## src/rtl/pcrs_map.svh

```systemverilog
`ifndef PCRS_MAP_SVH
`define PCRS_MAP_SVH

// ----------------------------------------
// Command codes
// ----------------------------------------
`define PCRS_OFS_RESET 8'h1a
`define PCRS_OFS_ID 8'h1b
`define PCRS_OFS_STATUS 8'h1c

// ----------------------------------------
// Reset register bit positions
// ----------------------------------------
`define PCRS_RST_CLR_ALL 7
`define PCRS_RST_REL_IRQ 6
`define PCRS_RST_FULL 4

// ----------------------------------------
// Reset values (identity value is arbitrary)
// ----------------------------------------
`define PCRS_ID_RST 8'h8a
`define PCRS_STATUS_RST 8'h00
`define PCRS_RESET_RST 8'h00
`define PCRS_I2C_ADDR 7'h20

// ----------------------------------------
// Timing
// ----------------------------------------
`define PCRS_CLK_KHZ 125000
`define PCRS_SETTLE_MS 5

`endif

```

## src/rtl/pcrs_pkg.sv

```systemverilog
`default_nettype none

package pcrs_pkg;

	// Serial slave states, one-hot
	typedef enum logic [5:0] {
		ST_IDLE = 6'h01,
		ST_ADDR = 6'h02,
		ST_ACK = 6'h04,
		ST_RX = 6'h08,
		ST_TX = 6'h10,
		ST_RACK = 6'h20
	} pcrs_state_e;

	// Connection check result codes
	typedef enum logic [1:0] {
		CC_UNKNOWN = 2'h0,
		CC_SINGLE = 2'h1,
		CC_DUAL = 2'h2,
		CC_RSVD = 2'h3
	} pcrs_cc_e;

endpackage

`default_nettype wire

```

## src/rtl/pcrs_regs.sv

```systemverilog
`include "pcrs_map.svh"
`default_nettype none

// Behaviour
// - Register clearing may settle up to 5 ms
// - Power-off clears only the addressed channel
// - Class 5+ single signature: both channels off
// - Dual signature channel re-powers on request
// - Reset register: write-only, one-bits act, self-clearing
// - Bit 7 clears events, interrupts, releases pin
// - Bit 6 releases pin, events untouched
// - Released pin stays high until events cleared
// - Bit 4 restores power-up register state
// - Full reset affects only this group
// - Bits 3-0 force channel off immediately
// - 4-pair port: either bit resets both
// - Channel reset reloads policing, clears status bits
// - Channel reset clears measurements and class results
// - Channel reset clearing completes within 5 ms
// - Channel reset aborts running cool-down
// - Identification: maker bits 7-3, revision 2-0
// - Status bits 7-4: auto-class support per channel
// - Status bits 3-2 and 1-0: connection check
// - Check codes: unknown, single, dual, reserved
// - Check field written in the same cycle as detection event release
// - Auto-class measured after turn-on when supported
module pcrs_regs
	import pcrs_pkg::*;
#(
	parameter int P_SETTLE_CYC = `PCRS_SETTLE_MS * `PCRS_CLK_KHZ,
	parameter logic [6:0] P_DEV_ADDR = `PCRS_I2C_ADDR
)(
	input wire logic i_sys_clk,
	input wire logic i_rst,
	input wire logic i_scl,
	input wire logic i_sda_in,
	output var logic o_sda_out,
	output var logic o_sda_oe,
	input wire logic [3:0] i_channel_power_off_bit,
	input wire logic [3:0] i_channel_power_on_bit,
	input wire logic [3:0] i_det_cls_valid,
	input wire logic [3:0] i_alloc_ok,
	input wire logic [1:0] i_four_pair,
	input wire logic [1:0] i_single_sig,
	input wire logic [1:0] i_class_ge5,
	input wire logic i_irq_pending,
	input wire logic [3:0] i_ac_done,
	input wire logic [3:0] i_ac_support,
	input wire logic [1:0] i_cc_done,
	input wire logic [3:0] i_cc_result,
	input wire logic [3:0] i_power_good_rise,
	output var logic o_irq_n,
	output var logic o_clear_events,
	output var logic o_group_reset,
	output var logic [3:0] o_chan_off,
	output var logic [3:0] o_cooldown_abort,
	output var logic [3:0] o_chan_on_req,
	output var logic o_settle_busy,
	output var logic [1:0] o_det_event_go,
	output var logic [3:0] o_ac_measure_start
);

	// ----------------------------------------
	// Helpers
	// ----------------------------------------
	// Widen a channel mask to both channels of each flagged port
	function automatic logic [3:0] pair_expand(input logic [3:0] b, input logic [1:0] m);
		logic [3:0] r;
		r = b;
		for (int p = 0; p < 2; p++)
		begin
			if (m[p] && (|b[2*p +: 2]))
				r[2*p +: 2] = 2'b11;
		end
		return r;
	endfunction

	// Read data for a command code
	function automatic logic [7:0] read_reg(input logic [7:0] a, input logic [7:0] id, input logic [7:0] st);
		logic [7:0] r;
		r = 8'h00;
		if (a == `PCRS_OFS_ID)
			r = id;
		else if (a == `PCRS_OFS_STATUS)
			r = st;
		return r;
	endfunction

	// ----------------------------------------
	// Declarations
	// ----------------------------------------
	logic [2:0] scl_q;
	logic [2:0] sda_q;
	logic scl_rise, scl_fall, bus_start, bus_stop;
	pcrs_state_e state_q;
	logic [3:0] cnt_q;
	logic [7:0] sh_q, ptr_q;
	logic first_q, rw_q;
	logic wr_stb_q;
	logic [7:0] wr_addr_q, wr_data_q;
	logic [7:0] id_q;
	logic [3:0] ac_q, ac_d;
	logic [3:0] cc_q, cc_d;
	logic hold_q;
	logic [19:0] settle_q, settle_d;
	logic rst_wr, full_rst, release_irq;
	logic [3:0] force_d, off_d;
	logic [7:0] rd_now, rd_next;

	// ----------------------------------------
	// Pin synchronisers and bus events
	// ----------------------------------------
	// Two stages before use; third stage for edges
	always_ff @(posedge i_sys_clk or posedge i_rst)
	begin
		if (i_rst)
		begin
			scl_q <= 3'h7;
			sda_q <= 3'h7;
		end
		else
		begin
			scl_q <= {scl_q[1:0], i_scl};
			sda_q <= {sda_q[1:0], i_sda_in};
		end
	end

	assign scl_rise = scl_q[1] & ~scl_q[2];
	assign scl_fall = ~scl_q[1] & scl_q[2];
	assign bus_start = scl_q[1] & sda_q[2] & ~sda_q[1];
	assign bus_stop = scl_q[1] & ~sda_q[2] & sda_q[1];
	assign rd_now = read_reg(ptr_q, id_q, {ac_q, cc_q});
	assign rd_next = read_reg(ptr_q + 8'h01, id_q, {ac_q, cc_q});

	// ----------------------------------------
	// Serial slave
	// ----------------------------------------
	// Open-drain data line: the driven level is always low
	always_ff @(posedge i_sys_clk or posedge i_rst)
	begin
		if (i_rst)
			o_sda_out <= 1'b0;
		else
			o_sda_out <= 1'b0;
	end

	// Address, command byte, data bytes, read-back
	always_ff @(posedge i_sys_clk or posedge i_rst)
	begin
		if (i_rst)
		begin
			state_q <= ST_IDLE;
			cnt_q <= 4'h0;
			sh_q <= 8'h00;
			ptr_q <= 8'h00;
			first_q <= 1'b0;
			rw_q <= 1'b0;
			o_sda_oe <= 1'b0;
			wr_stb_q <= 1'b0;
			wr_addr_q <= 8'h00;
			wr_data_q <= 8'h00;
		end
		else
		begin
			wr_stb_q <= 1'b0;
			if (bus_start)
			begin
				state_q <= ST_ADDR;
				cnt_q <= 4'h0;
				first_q <= 1'b1;
				o_sda_oe <= 1'b0;
			end
			else if (bus_stop)
			begin
				state_q <= ST_IDLE;
				o_sda_oe <= 1'b0;
			end
			else
			begin
				unique case (state_q)
					ST_IDLE: ;
					ST_ADDR, ST_RX:
					begin
						if (scl_rise)
						begin
							sh_q <= {sh_q[6:0], sda_q[1]};
							cnt_q <= cnt_q + 4'h1;
						end
						else if (scl_fall && cnt_q == 4'h8)
						begin
							cnt_q <= 4'h0;
							if (state_q == ST_ADDR)
							begin
								if (sh_q[7:1] == P_DEV_ADDR)
								begin
									state_q <= ST_ACK;
									rw_q <= sh_q[0];
									o_sda_oe <= 1'b1;
								end
								else
									state_q <= ST_IDLE;
							end
							else
							begin
								state_q <= ST_ACK;
								o_sda_oe <= 1'b1;
								if (first_q)
								begin
									ptr_q <= sh_q;
									first_q <= 1'b0;
								end
								else
								begin
									wr_stb_q <= 1'b1;
									wr_addr_q <= ptr_q;
									wr_data_q <= sh_q;
									ptr_q <= ptr_q + 8'h01;
								end
							end
						end
					end
					ST_ACK:
					begin
						if (scl_fall && rw_q)
						begin
							state_q <= ST_TX;
							sh_q <= rd_now;
							o_sda_oe <= ~rd_now[7];
							cnt_q <= 4'h1;
						end
						else if (scl_fall)
						begin
							state_q <= ST_RX;
							o_sda_oe <= 1'b0;
						end
					end
					ST_TX:
					begin
						if (scl_fall && cnt_q == 4'h8)
						begin
							state_q <= ST_RACK;
							o_sda_oe <= 1'b0;
						end
						else if (scl_fall)
						begin
							o_sda_oe <= ~sh_q[6];
							sh_q <= {sh_q[6:0], 1'b0};
							cnt_q <= cnt_q + 4'h1;
						end
					end
					ST_RACK:
					begin
						if (scl_rise && sda_q[1])
							state_q <= ST_IDLE;
						else if (scl_fall)
						begin
							state_q <= ST_TX;
							ptr_q <= ptr_q + 8'h01;
							sh_q <= rd_next;
							o_sda_oe <= ~rd_next[7];
							cnt_q <= 4'h1;
						end
					end
					default: state_q <= ST_IDLE;
				endcase
			end
		end
	end

	// ----------------------------------------
	// Reset register decode
	// ----------------------------------------
	// Write-only strobes; zero bits have no effect
	assign rst_wr = wr_stb_q && (wr_addr_q == `PCRS_OFS_RESET);
	assign full_rst = rst_wr && wr_data_q[`PCRS_RST_FULL];
	assign release_irq = rst_wr && (wr_data_q[`PCRS_RST_CLR_ALL] || wr_data_q[`PCRS_RST_REL_IRQ]);
	assign force_d = rst_wr ? pair_expand(wr_data_q[3:0], i_four_pair) : 4'h0;
	// Commanded power-off, widened for high-class single-signature ports
	assign off_d = pair_expand(i_channel_power_off_bit, i_four_pair & i_single_sig & i_class_ge5) | force_d;

	// ----------------------------------------
	// Channel commands
	// ----------------------------------------
	// One-cycle pulses; o_chan_off also clears the channel's state
	always_ff @(posedge i_sys_clk or posedge i_rst)
	begin
		if (i_rst)
		begin
			o_chan_off <= 4'h0;
			o_cooldown_abort <= 4'h0;
			o_chan_on_req <= 4'h0;
			o_clear_events <= 1'b0;
			o_group_reset <= 1'b0;
		end
		else
		begin
			o_chan_off <= off_d;
			o_cooldown_abort <= force_d;
			o_chan_on_req <= i_channel_power_on_bit & i_det_cls_valid & i_alloc_ok & ~off_d;
			o_clear_events <= rst_wr && wr_data_q[`PCRS_RST_CLR_ALL];
			o_group_reset <= full_rst;
		end
	end

	// Settling window after any channel power-off or full reset
	assign settle_d = (|off_d || full_rst) ? 20'(P_SETTLE_CYC) :
		(settle_q != 20'h0_0000) ? settle_q - 20'h0_0001 : 20'h0_0000;

	always_ff @(posedge i_sys_clk or posedge i_rst)
	begin
		if (i_rst)
		begin
			settle_q <= 20'h0_0000;
			o_settle_busy <= 1'b0;
		end
		else
		begin
			settle_q <= settle_d;
			o_settle_busy <= (settle_d != 20'h0_0000);
		end
	end

	// ----------------------------------------
	// Interrupt pin
	// ----------------------------------------
	// Held released until pending interrupts drain; release wins
	always_ff @(posedge i_sys_clk or posedge i_rst)
	begin
		if (i_rst)
		begin
			hold_q <= 1'b0;
			o_irq_n <= 1'b1;
		end
		else
		begin
			if (release_irq)
				hold_q <= 1'b1;
			else if (!i_irq_pending)
				hold_q <= 1'b0;
			o_irq_n <= ~(i_irq_pending && !hold_q && !release_irq);
		end
	end

	// ----------------------------------------
	// Identification and status
	// ----------------------------------------
	// Identification byte, restored by full reset
	always_ff @(posedge i_sys_clk or posedge i_rst)
	begin
		if (i_rst)
			id_q <= `PCRS_ID_RST;
		else if (full_rst)
			id_q <= `PCRS_ID_RST;
		else if (wr_stb_q && wr_addr_q == `PCRS_OFS_ID)
			id_q <= wr_data_q;
	end

	// Clears first, new results override
	always_comb
	begin
		ac_d = ac_q & ~off_d;
		cc_d = cc_q;
		for (int p = 0; p < 2; p++)
		begin
			if (|off_d[2*p +: 2])
				cc_d[2*p +: 2] = CC_UNKNOWN;
		end
		if (full_rst)
		begin
			ac_d = 4'h0;
			cc_d = 4'h0;
		end
		for (int k = 0; k < 4; k++)
		begin
			if (i_ac_done[k])
				ac_d[k] = i_ac_support[k];
		end
		for (int p = 0; p < 2; p++)
		begin
			if (i_four_pair[p] && i_single_sig[p] && (|i_ac_done[2*p +: 2]))
				ac_d[2*p +: 2] = {2{|(i_ac_done[2*p +: 2] & i_ac_support[2*p +: 2])}};
			if (i_cc_done[p])
				cc_d[2*p +: 2] = i_cc_result[2*p +: 2];
		end
	end

	always_ff @(posedge i_sys_clk or posedge i_rst)
	begin
		if (i_rst)
		begin
			ac_q <= 4'h0;
			cc_q <= 4'h0;
			o_det_event_go <= 2'h0;
			o_ac_measure_start <= 4'h0;
		end
		else
		begin
			ac_q <= ac_d;
			cc_q <= cc_d;
			o_det_event_go <= i_cc_done;
			o_ac_measure_start <= i_power_good_rise & ac_q;
		end
	end
endmodule // pcrs_regs

`default_nettype wire

```

## config.mk

```make
export PLATFORM = sky130hd
export DESIGN_NAME = pcrs_regs
export DESIGN_NICKNAME = d
export VERILOG_FILES = /design/src/rtl/pcrs_pkg.sv /design/src/rtl/pcrs_regs.sv
export VERILOG_INCLUDE_DIRS = /design/src /design/src/rtl
export SDC_FILE = /design/constraint.sdc
export NUM_CORES = 1
export LEC_CHECK = 0
export BUFFER_PORTS_ARGS = -buffer_cell sky130_fd_sc_hd__clkbuf_2
export CAP_MARGIN = 30
export CORE_UTILIZATION = 63
export CTS_BUF_LIST = sky130_fd_sc_hd__clkbuf_8
export DETAILED_ROUTE_END_ITERATION = 8
export PLACE_DENSITY = 0.85
export SKIP_LAST_GASP = 1
export SLEW_MARGIN = 5
export SYNTH_ARGS = -nofsm -noshare
export SYNTH_HDL_FRONTEND = slang
export SYNTH_SLANG_ARGS = --single-unit
```

## constraint.sdc

```tcl
create_clock -name i_sys_clk -period 10.35 [get_ports i_sys_clk]
set_clock_uncertainty 0.05 [all_clocks]
set_input_delay 1.5525 -clock i_sys_clk [delete_from_list [all_inputs] [get_ports i_sys_clk]]
set_output_delay 1.5525 -clock i_sys_clk [all_outputs]
set_load 0.02 [all_outputs]
```

==> flow_metrics.env, run 1 <==
export IMPL_synth_edff_count=0
export IMPL_path_buf_inv=1
export IMPL_track_usage=0.2994
export IMPL_yosysTopAreaCell="dfrtp_1"
export IMPL_cp_endpoint="settle_q[17]"
export IMPL_drv_cap=0
export IMPL_violations="design-rule violations"
export IMPL_grt_pass1_wl_um=23140
export IMPL_post_cts_resized=0
export IMPL_synth_warnings=0
export IMPL_gr_total_overflow=0
export IMPL_final_net_count=690
export IMPL_grt_max_degree=70
export IMPL_synth_cell_types=75
export IMPL_first_pass_iters=7
export IMPL_synth_nets=633
export IMPL_place_port_buffers=67
export IMPL_drt_iter0_markers=335
export IMPL_status="finished, violations left"
export IMPL_synthDominantCellAreaShare=0.4308
export IMPL_antenna_found_initial=0
export IMPL_vdd_ir_drop_max_v=0.00009273
export IMPL_required_ns=10.59
export IMPL_synth_flop_cell="dfrtp_1"
export IMPL_async_flop_share=1.000
export IMPL_cp_top_family="simple AND/OR/NAND/NOR gates"
export IMPL_grt_setup_unrepaired="no"
export IMPL_synth_area_sq_um=5809
export IMPL_slowest_stage="nor3_1"
export IMPL_detailed_place_hpwl_um=10070
export IMPL_ant_nets=0
export IMPL_crit_start="i_four_pair[0]"
export IMPL_core_area_sq_um=8806
export IMPL_crit_arrival_ns=3.48
export IMPL_ys_ff_latch=111
export IMPL_clockBufferDepth=2
export IMPL_r2r_cells=6
export IMPL_fin_crit_sh=0.3130
export IMPL_slew_headroom=0.3860
export IMPL_r2r_slack_ns=7.54
export IMPL_critPathLaunchType="primary input"
export IMPL_r2r_end="sh_q[1]"
export IMPL_cts_root_buf="clkbuf_8"
export IMPL_syn_to_final_growth_pct=9.713
export IMPL_grt_pass1_vias=4774
export IMPL_powerDensity_nw_per_um2=126.0
export IMPL_endpoint_kind="register"
export IMPL_start_util=0.6597
export IMPL_drc=5
export IMPL_cpPeakStageDelay_ns=0.75
export IMPL_vias=4900
export IMPL_h_tree_depth=3
export IMPL_rows=34
export IMPL_fmax_mhz=308.6
export IMPL_clk_latency_ns=0.37
export IMPL_fin_util=0.7238
export IMPL_dp_slack_ns=6.737
export IMPL_wl_per_cell_um=18.09
export IMPL_mostFrequentLayoutCell="dfrtp_1"
export IMPL_tritoncts="built"
export IMPL_antennaDiodeCount=0
export IMPL_crit_fanout=11
export IMPL_hold_viol_final=0
export IMPL_clk_pin_slew_ns=0.10
export IMPL_worst_slack_ns=7.110
export IMPL_p_leak_nw=2.773
export IMPL_path_depth=6
export IMPL_regArea_sq_um=2791
export IMPL_min_period_ns=3.240
export IMPL_vias_per_cell=6.533
export IMPL_min_path_type="register to register"
export IMPL_post_cts_buffers=0
export IMPL_cts_sinks=111
export IMPL_whs_ns=0.3098
export IMPL_critPathKind="primary input to register"
export IMPL_fillCellCount=665
export IMPL_hold_buffers=0
export IMPL_synth_seq_area_share=0.4805
export IMPL_netlist_instances=581
export IMPL_fin_setup_tns_ns=0
export IMPL_rr_startpoint="state_q[1]"
export IMPL_die_area_sq_um=9609
export IMPL_crit_chain="clkbuf_2 > a21oi_1 > a21oi_1 > nor3_1 > nand2_1 > nor2_1"
export IMPL_drive_gt1_frac=0.2134
export IMPL_ioPinCount=69
export IMPL_multiInputGateArea_sq_um=2829
export IMPL_final_cell_mix="dfrtp_1, clkbuf_2, nand2_1, nor2_1, o21ai_0"
export IMPL_die_w_um=98.03
export IMPL_cts_buffers=9
export IMPL_tightest_slew_ns=0.9139
export IMPL_setup_violations=0
export IMPL_avgSynthCellArea_sq_um=9.999
export IMPL_totalWireLength_um=13570
export IMPL_gp_congestion=0.9481
export IMPL_drv_slew=0
export IMPL_die_h_um=98.03
export IMPL_synth_top_cells_by_area="dfrtp_1, dfstp_2, mux2_2"
export IMPL_cpMostUsedCell="a21oi_1"
==> kinds of logic after synthesis <==
kind of cell | count (synthesis) | share of synthesized area
adder cells (fa/ha/maj) | 7 | 0.01508
flip-flops | 111 | 0.4805
AO/OA/AOI/OAI | 134 | 0.1630
AND/OR/NAND/NOR | 238 | 0.2236
XOR/XNOR | 19 | 0.02865
multiplexers | 30 | 0.05600
buffers and inverters | 41 | 0.03252
other | 1 | 0.0006455
==> registers in the layout, indices dropped and copies added, names as in the netlist, 6 cells and up <==
register	count
settle_q	20
id_q	8
ptr_q	8
sh_q	8
wr_addr_q	8
wr_data_q	8
state_q	6
==> worst reg2reg max path, stage by stage (launching register included) <==
cell and delay [ns]:
dfrtp_1 0.61, nor4_2 0.55, and2_1 0.33, o2111ai_1 0.21
o21ai_0 0.61, a221oi_1 0.23, o21ai_2 0.16
==> routing by layer <==
| metal | part of all wire | track usage | vias up | routed length (um) |
|---|---|---|---|---|
| met4 | 0.028 | 0.1294 | 0 | 375 |
| met5 | 0 | 0 | - | 0 |
| met3 | 0.057 | 0.03651 | 42 | 779 |
| met2 | 0.49 | 0.4837 | 223 | 6674 |
| li1 | - | - | 2277 | - |
| met1 | 0.42 | 0.4105 | 2358 | 5739 |
==> cells in the mapped netlist, drive strengths merged, types with 10 or more instances <==
library cell	number
dfrtp	100
nand2	59
nor2	50
o21ai	35
a21oi	24
mux2	20
nand3	20
nor3	18
inv	16
buf	15
nor4	14
xnor2	14
dfstp	11
clkbuf	10
mux2i	10
==> area by class of cell <==
class | count | share of cell area
Multi-Input combinational cell | 429 | 0.4439
Sequential cell | 111 | 0.4380
Timing Repair Buffer | 71 | 0.06046
Tap cell | 108 | 0.02120
Clock buffer | 9 | 0.01943
Inverter | 16 | 0.009815
Clock inverter | 6 | 0.007263
==> worst min-delay path by stage <==
| stage | start | to | slack [ns] | cells past startpoint |
|---|---|---|---|---|
| after floorplan | scl_q[0] | scl_q[1] | 0.30 | 0 |
| after global placement | sda_q[0] | sda_q[1] | 0.30 | 0 |
| after detailed placement | sda_q[0] | sda_q[1] | 0.30 | 0 |
| after CTS | sda_q[0] | sda_q[1] | 0.31 | 0 |
| after global routing | scl_q[0] | scl_q[1] | 0.32 | 0 |
| final | sda_q[0] | sda_q[1] | 0.31 | 0 |
==> where the power goes <==
part | switching (mW) | internal [mW]
logic | 0.0553 | 0.0403
clock network | 0.146 | 0.0881
registers | 0.0224 | 0.451
==> through the flow <==
step	instance area (sq um)	total power [mW]	cells
floorplan	5809	0.5415	581
global placement	6176	0.5708	734
detailed placement	6203	0.5755	735
CTS	6374	0.8056	750
global route	6374	0.8386	750
finish	6374	0.8028	750
Note: power is estimated with default switching activity, not from simulation.
==> run 2, diff against run 1 <==
- ABC_AREA: not set -> 1
- CORE_UTILIZATION: 63 -> 61
- PLACE_DENSITY: 0.85 -> 0.83
- clock period: 10.35 -> 3.3 ns (I/O delays scaled with it)
==> run 2 against run 1 <==
The flow now finishes without violations; core utilization decreased by 2.9 points; final cell count increased by 35%; via count up 14%; synthesized cell count up 38%; power grew to 4.2 times the previous value; final area up 6.1%; first-iteration DRC count is 18% higher; clock power rose to 3.3 times the previous value; hold slack worse by 0.17 ns; critical path depth grew 7; global-route usage shrank 0.24 points; combinational power grew to 9.7 times the previous value; critical path type is now register to register; largest cell class is now flip-flops and latches; largest power group unchanged.
==> flow_metrics.env, run 2 <==
export IMPL_ioPinCount=69
export IMPL_vias=5610
export IMPL_endpoint_kind="register"
export IMPL_switching_power_mw=1.264
export IMPL_synth_cell_types=45
export IMPL_fmax_mhz=421.5
export IMPL_grt_pass1_vias=5117
export IMPL_drv_cap=0
export IMPL_slew_headroom=0.5631
export IMPL_critPathLaunchType="register"
export IMPL_crit_start="settle_q[0]"
export IMPL_clockBufferDepth=2
export IMPL_swShare=0.3718
export IMPL_antennaDiodeCount=0
export IMPL_h_tree_depth=3
export IMPL_cts_buffers=9
export IMPL_synthMostInstantiatedCell="nand2_1"
export IMPL_powerDensity_nw_per_um2=502.5
export IMPL_gp_congestion=0.9842
export IMPL_detailed_place_hpwl_um=11480
export IMPL_avgSynthCellArea_sq_um=7.618
export IMPL_drv_slew=0
export IMPL_cpPeakStageDelay_ns=0.38
export IMPL_r2r_slack_ns=0.93
export IMPL_power_share_clock=0.229
export IMPL_clk_latency_ns=0.38
export IMPL_grt_max_degree=76
export IMPL_min_period_ns=2.373
export IMPL_power_frac_comb=0.272
export IMPL_regMostFlops="settle_q"
export IMPL_crit_arrival_ns=2.60
export IMPL_syn_to_final_growth_pct=10.83
export IMPL_ant_nets=0
export IMPL_drc=0
export IMPL_slowest_stage="dfrtp_1"
export IMPL_vdd_ir_drop_max_v=0.0004227
export IMPL_synth_seq_area_share=0.4575
export IMPL_synth_warnings=0
export IMPL_final_cell_mix="nand2_1, inv_1, dfrtp_1, nor2_1, o21ai_0"
export IMPL_cp_endpoint="o_settle_busy"
export IMPL_synth_nets=853
export IMPL_final_net_count=924
export IMPL_netlist_instances=801
export IMPL_tritoncts="built"
export IMPL_yosysTopAreaCell="dfrtp_1"
export IMPL_cts_sinks=111
export IMPL_grt_setup_unrepaired="no"
export IMPL_required_ns=3.52
export IMPL_rr_startpoint="settle_q[0]"
export IMPL_first_pass_iters=6
export IMPL_r2r_cells=13
export IMPL_path_buf_inv=2
export IMPL_post_cts_resized=0
export IMPL_cts_root_buf="clkbuf_8"
export IMPL_p_leak_nw=3.335
export IMPL_cp_top_family="simple AND/OR/NAND/NOR gates"
export IMPL_track_usage=0.2971
export IMPL_seqPwrFrac=0.499
export IMPL_intPower_mw=2.135
export IMPL_tightest_slew_ns=0.6540
export IMPL_synth_top_cells_by_area="dfrtp_1, nand2_1, inv_1"
export IMPL_async_flop_share=1.000
export IMPL_setup_violations=0
export IMPL_drive_gt1_frac=0.1688
export IMPL_fin_setup_tns_ns=0
export IMPL_mostFrequentLayoutCell="nand2_1"
export IMPL_gr_total_overflow=0
export IMPL_antenna_found_initial=0
export IMPL_synth_commonest_cells="nand2_1, inv_1, dfrtp_1"
export IMPL_ys_ff_latch=111
export IMPL_grt_pass1_wl_um=23990
export IMPL_hold_viol_final=0
export IMPL_place_area_sq_um=6574
export IMPL_synthDominantCellAreaShare=0.4101
export IMPL_die_w_um=102.0
export IMPL_vias_per_cell=5.554
export IMPL_r2r_end="o_settle_busy"
export IMPL_post_cts_buffers=0
export IMPL_hold_buffers=0
export IMPL_rows=36
export IMPL_status="completed"
export IMPL_min_path_type="primary input to async pin"
export IMPL_design_area_sq_um=6763
export IMPL_synth_area_sq_um=6102
export IMPL_die_h_um=102.0
export IMPL_place_port_buffers=67
export IMPL_crit_chain="inv_1 > ha_1 > nand3_2 > nor2_2 > nand3_4 > inv_1 > nor2_1 > nand3_1 > nand2_1 > nor2_1 > nand2_1 > nor2_1 > nand2_1"
export IMPL_totalWireLength_um=14950
export IMPL_synth_flop_cell="dfrtp_1"
export IMPL_synth_edff_count=0
export IMPL_die_area_sq_um=10410
export IMPL_start_util=0.6272
export IMPL_critPathKind="register to register"
export IMPL_wl_per_cell_um=14.80
export IMPL_drt_iter0_markers=395
export IMPL_largest_reg_flops=20
export IMPL_fin_crit_sh=0.7190
export IMPL_crit_fanout=16
export IMPL_path_depth=13
export IMPL_clk_pin_slew_ns=0.11
export IMPL_core_area_sq_um=9729
run 2: cell count changes after synthesis, moves of 20 or more:
cell / before / now
mux2_2: 20 / 0
o21ai_0: 27 / 70
inv_1: 16 / 117
nand3_1: 20 / 59
nand2_1: 59 / 189
nor2_1: 50 / 97
run 2: area by class of cell:
| type | instances | area, sq um |
|---|---|---|
| Clock inverter | 6 | 51.30 |
| Multi-Input combinational cell | 555 | 2773 |
| Inverter | 125 | 473.0 |
| Sequential cell | 111 | 2791 |
| Fill cell | 822 | 2967 |
| Timing Repair Buffer | 70 | 370.4 |
| Tap cell | 133 | 166.4 |
| Clock buffer | 10 | 137.6 |
run 2: power groups by stage:
stage | Clock, mW | Sequential (mW) | Combinational [mW]
after detailed placement | 0 | 1.72 | 0.911
final | 0.778 | 1.70 | 0.925
after CTS | 0.800 | 1.69 | 0.918
after global routing | 0.847 | 1.71 | 1.04
after global placement | 0 | 1.71 | 0.881
after floorplan | 0 | 1.67 | 0.684
run 2: kinds of logic (layout without fill, tap and decap cells):
kind of cell,after synthesis,in the layout,share of synthesized area
xor+xnor,14,14,0.02255
simple gates,408,408,0.3028
buf+inv,135,211,0.08817
fa+ha+maj,7,7,0.01435
compound gates,124,124,0.1124
flops,111,111,0.4575
mux,1,1,0.001640
other cells,1,1,0.0006145
run 2: how the worst min path moves through the flow:
stage	depth (start not counted)	slack, ns	endpoint
6_report	2	0.14	ptr_q[6]
5_1_grt	1	0.13	scl_q[0]
4_1_cts	2	0.14	ptr_q[4]
3_5_place_dp	0	0.30	sda_q[1]
3_3_place_gp	0	0.30	sda_q[1]
2_1_floorplan	0	0.30	scl_q[1]
run 2: worst register-to-register path: cells and delay by family (launching register included):
| kind | cells | cell delay, ns |
|---|---|---|
| AND/OR/NAND/NOR | 10 | 1.29 |
| flip-flops | 1 | 0.38 |
| buffers and inverters | 2 | 0.32 |
| adder cells (fa/ha/maj) | 1 | 0.24 |
run 2: stage by stage:
stage	setup slack (ns)	instances	utilization	power (mW)	hold WS [ns]
final	0.9275	1010	0.6951	3.398	0.1418
after floorplan	1.371	801	-	2.358	0.2952
after global routing	0.7143	1010	0.6951	3.598	0.1322
after detailed placement	0.8530	994	0.6757	2.628	0.2999
after global placement	1.030	994	0.6757	2.591	0.3029
after CTS	0.9738	1010	0.6951	3.409	0.1359
run 2: per-layer routing:
layer	up-vias	wire, um	share of wire	global-route usage
met4	0	283	0.019	0.09121
li1	2701	-	-	-
met1	2622	6337	0.42	0.3934
met2	243	7249	0.49	0.5028
met3	44	1074	0.072	0.04788
met5	-	0	0	0
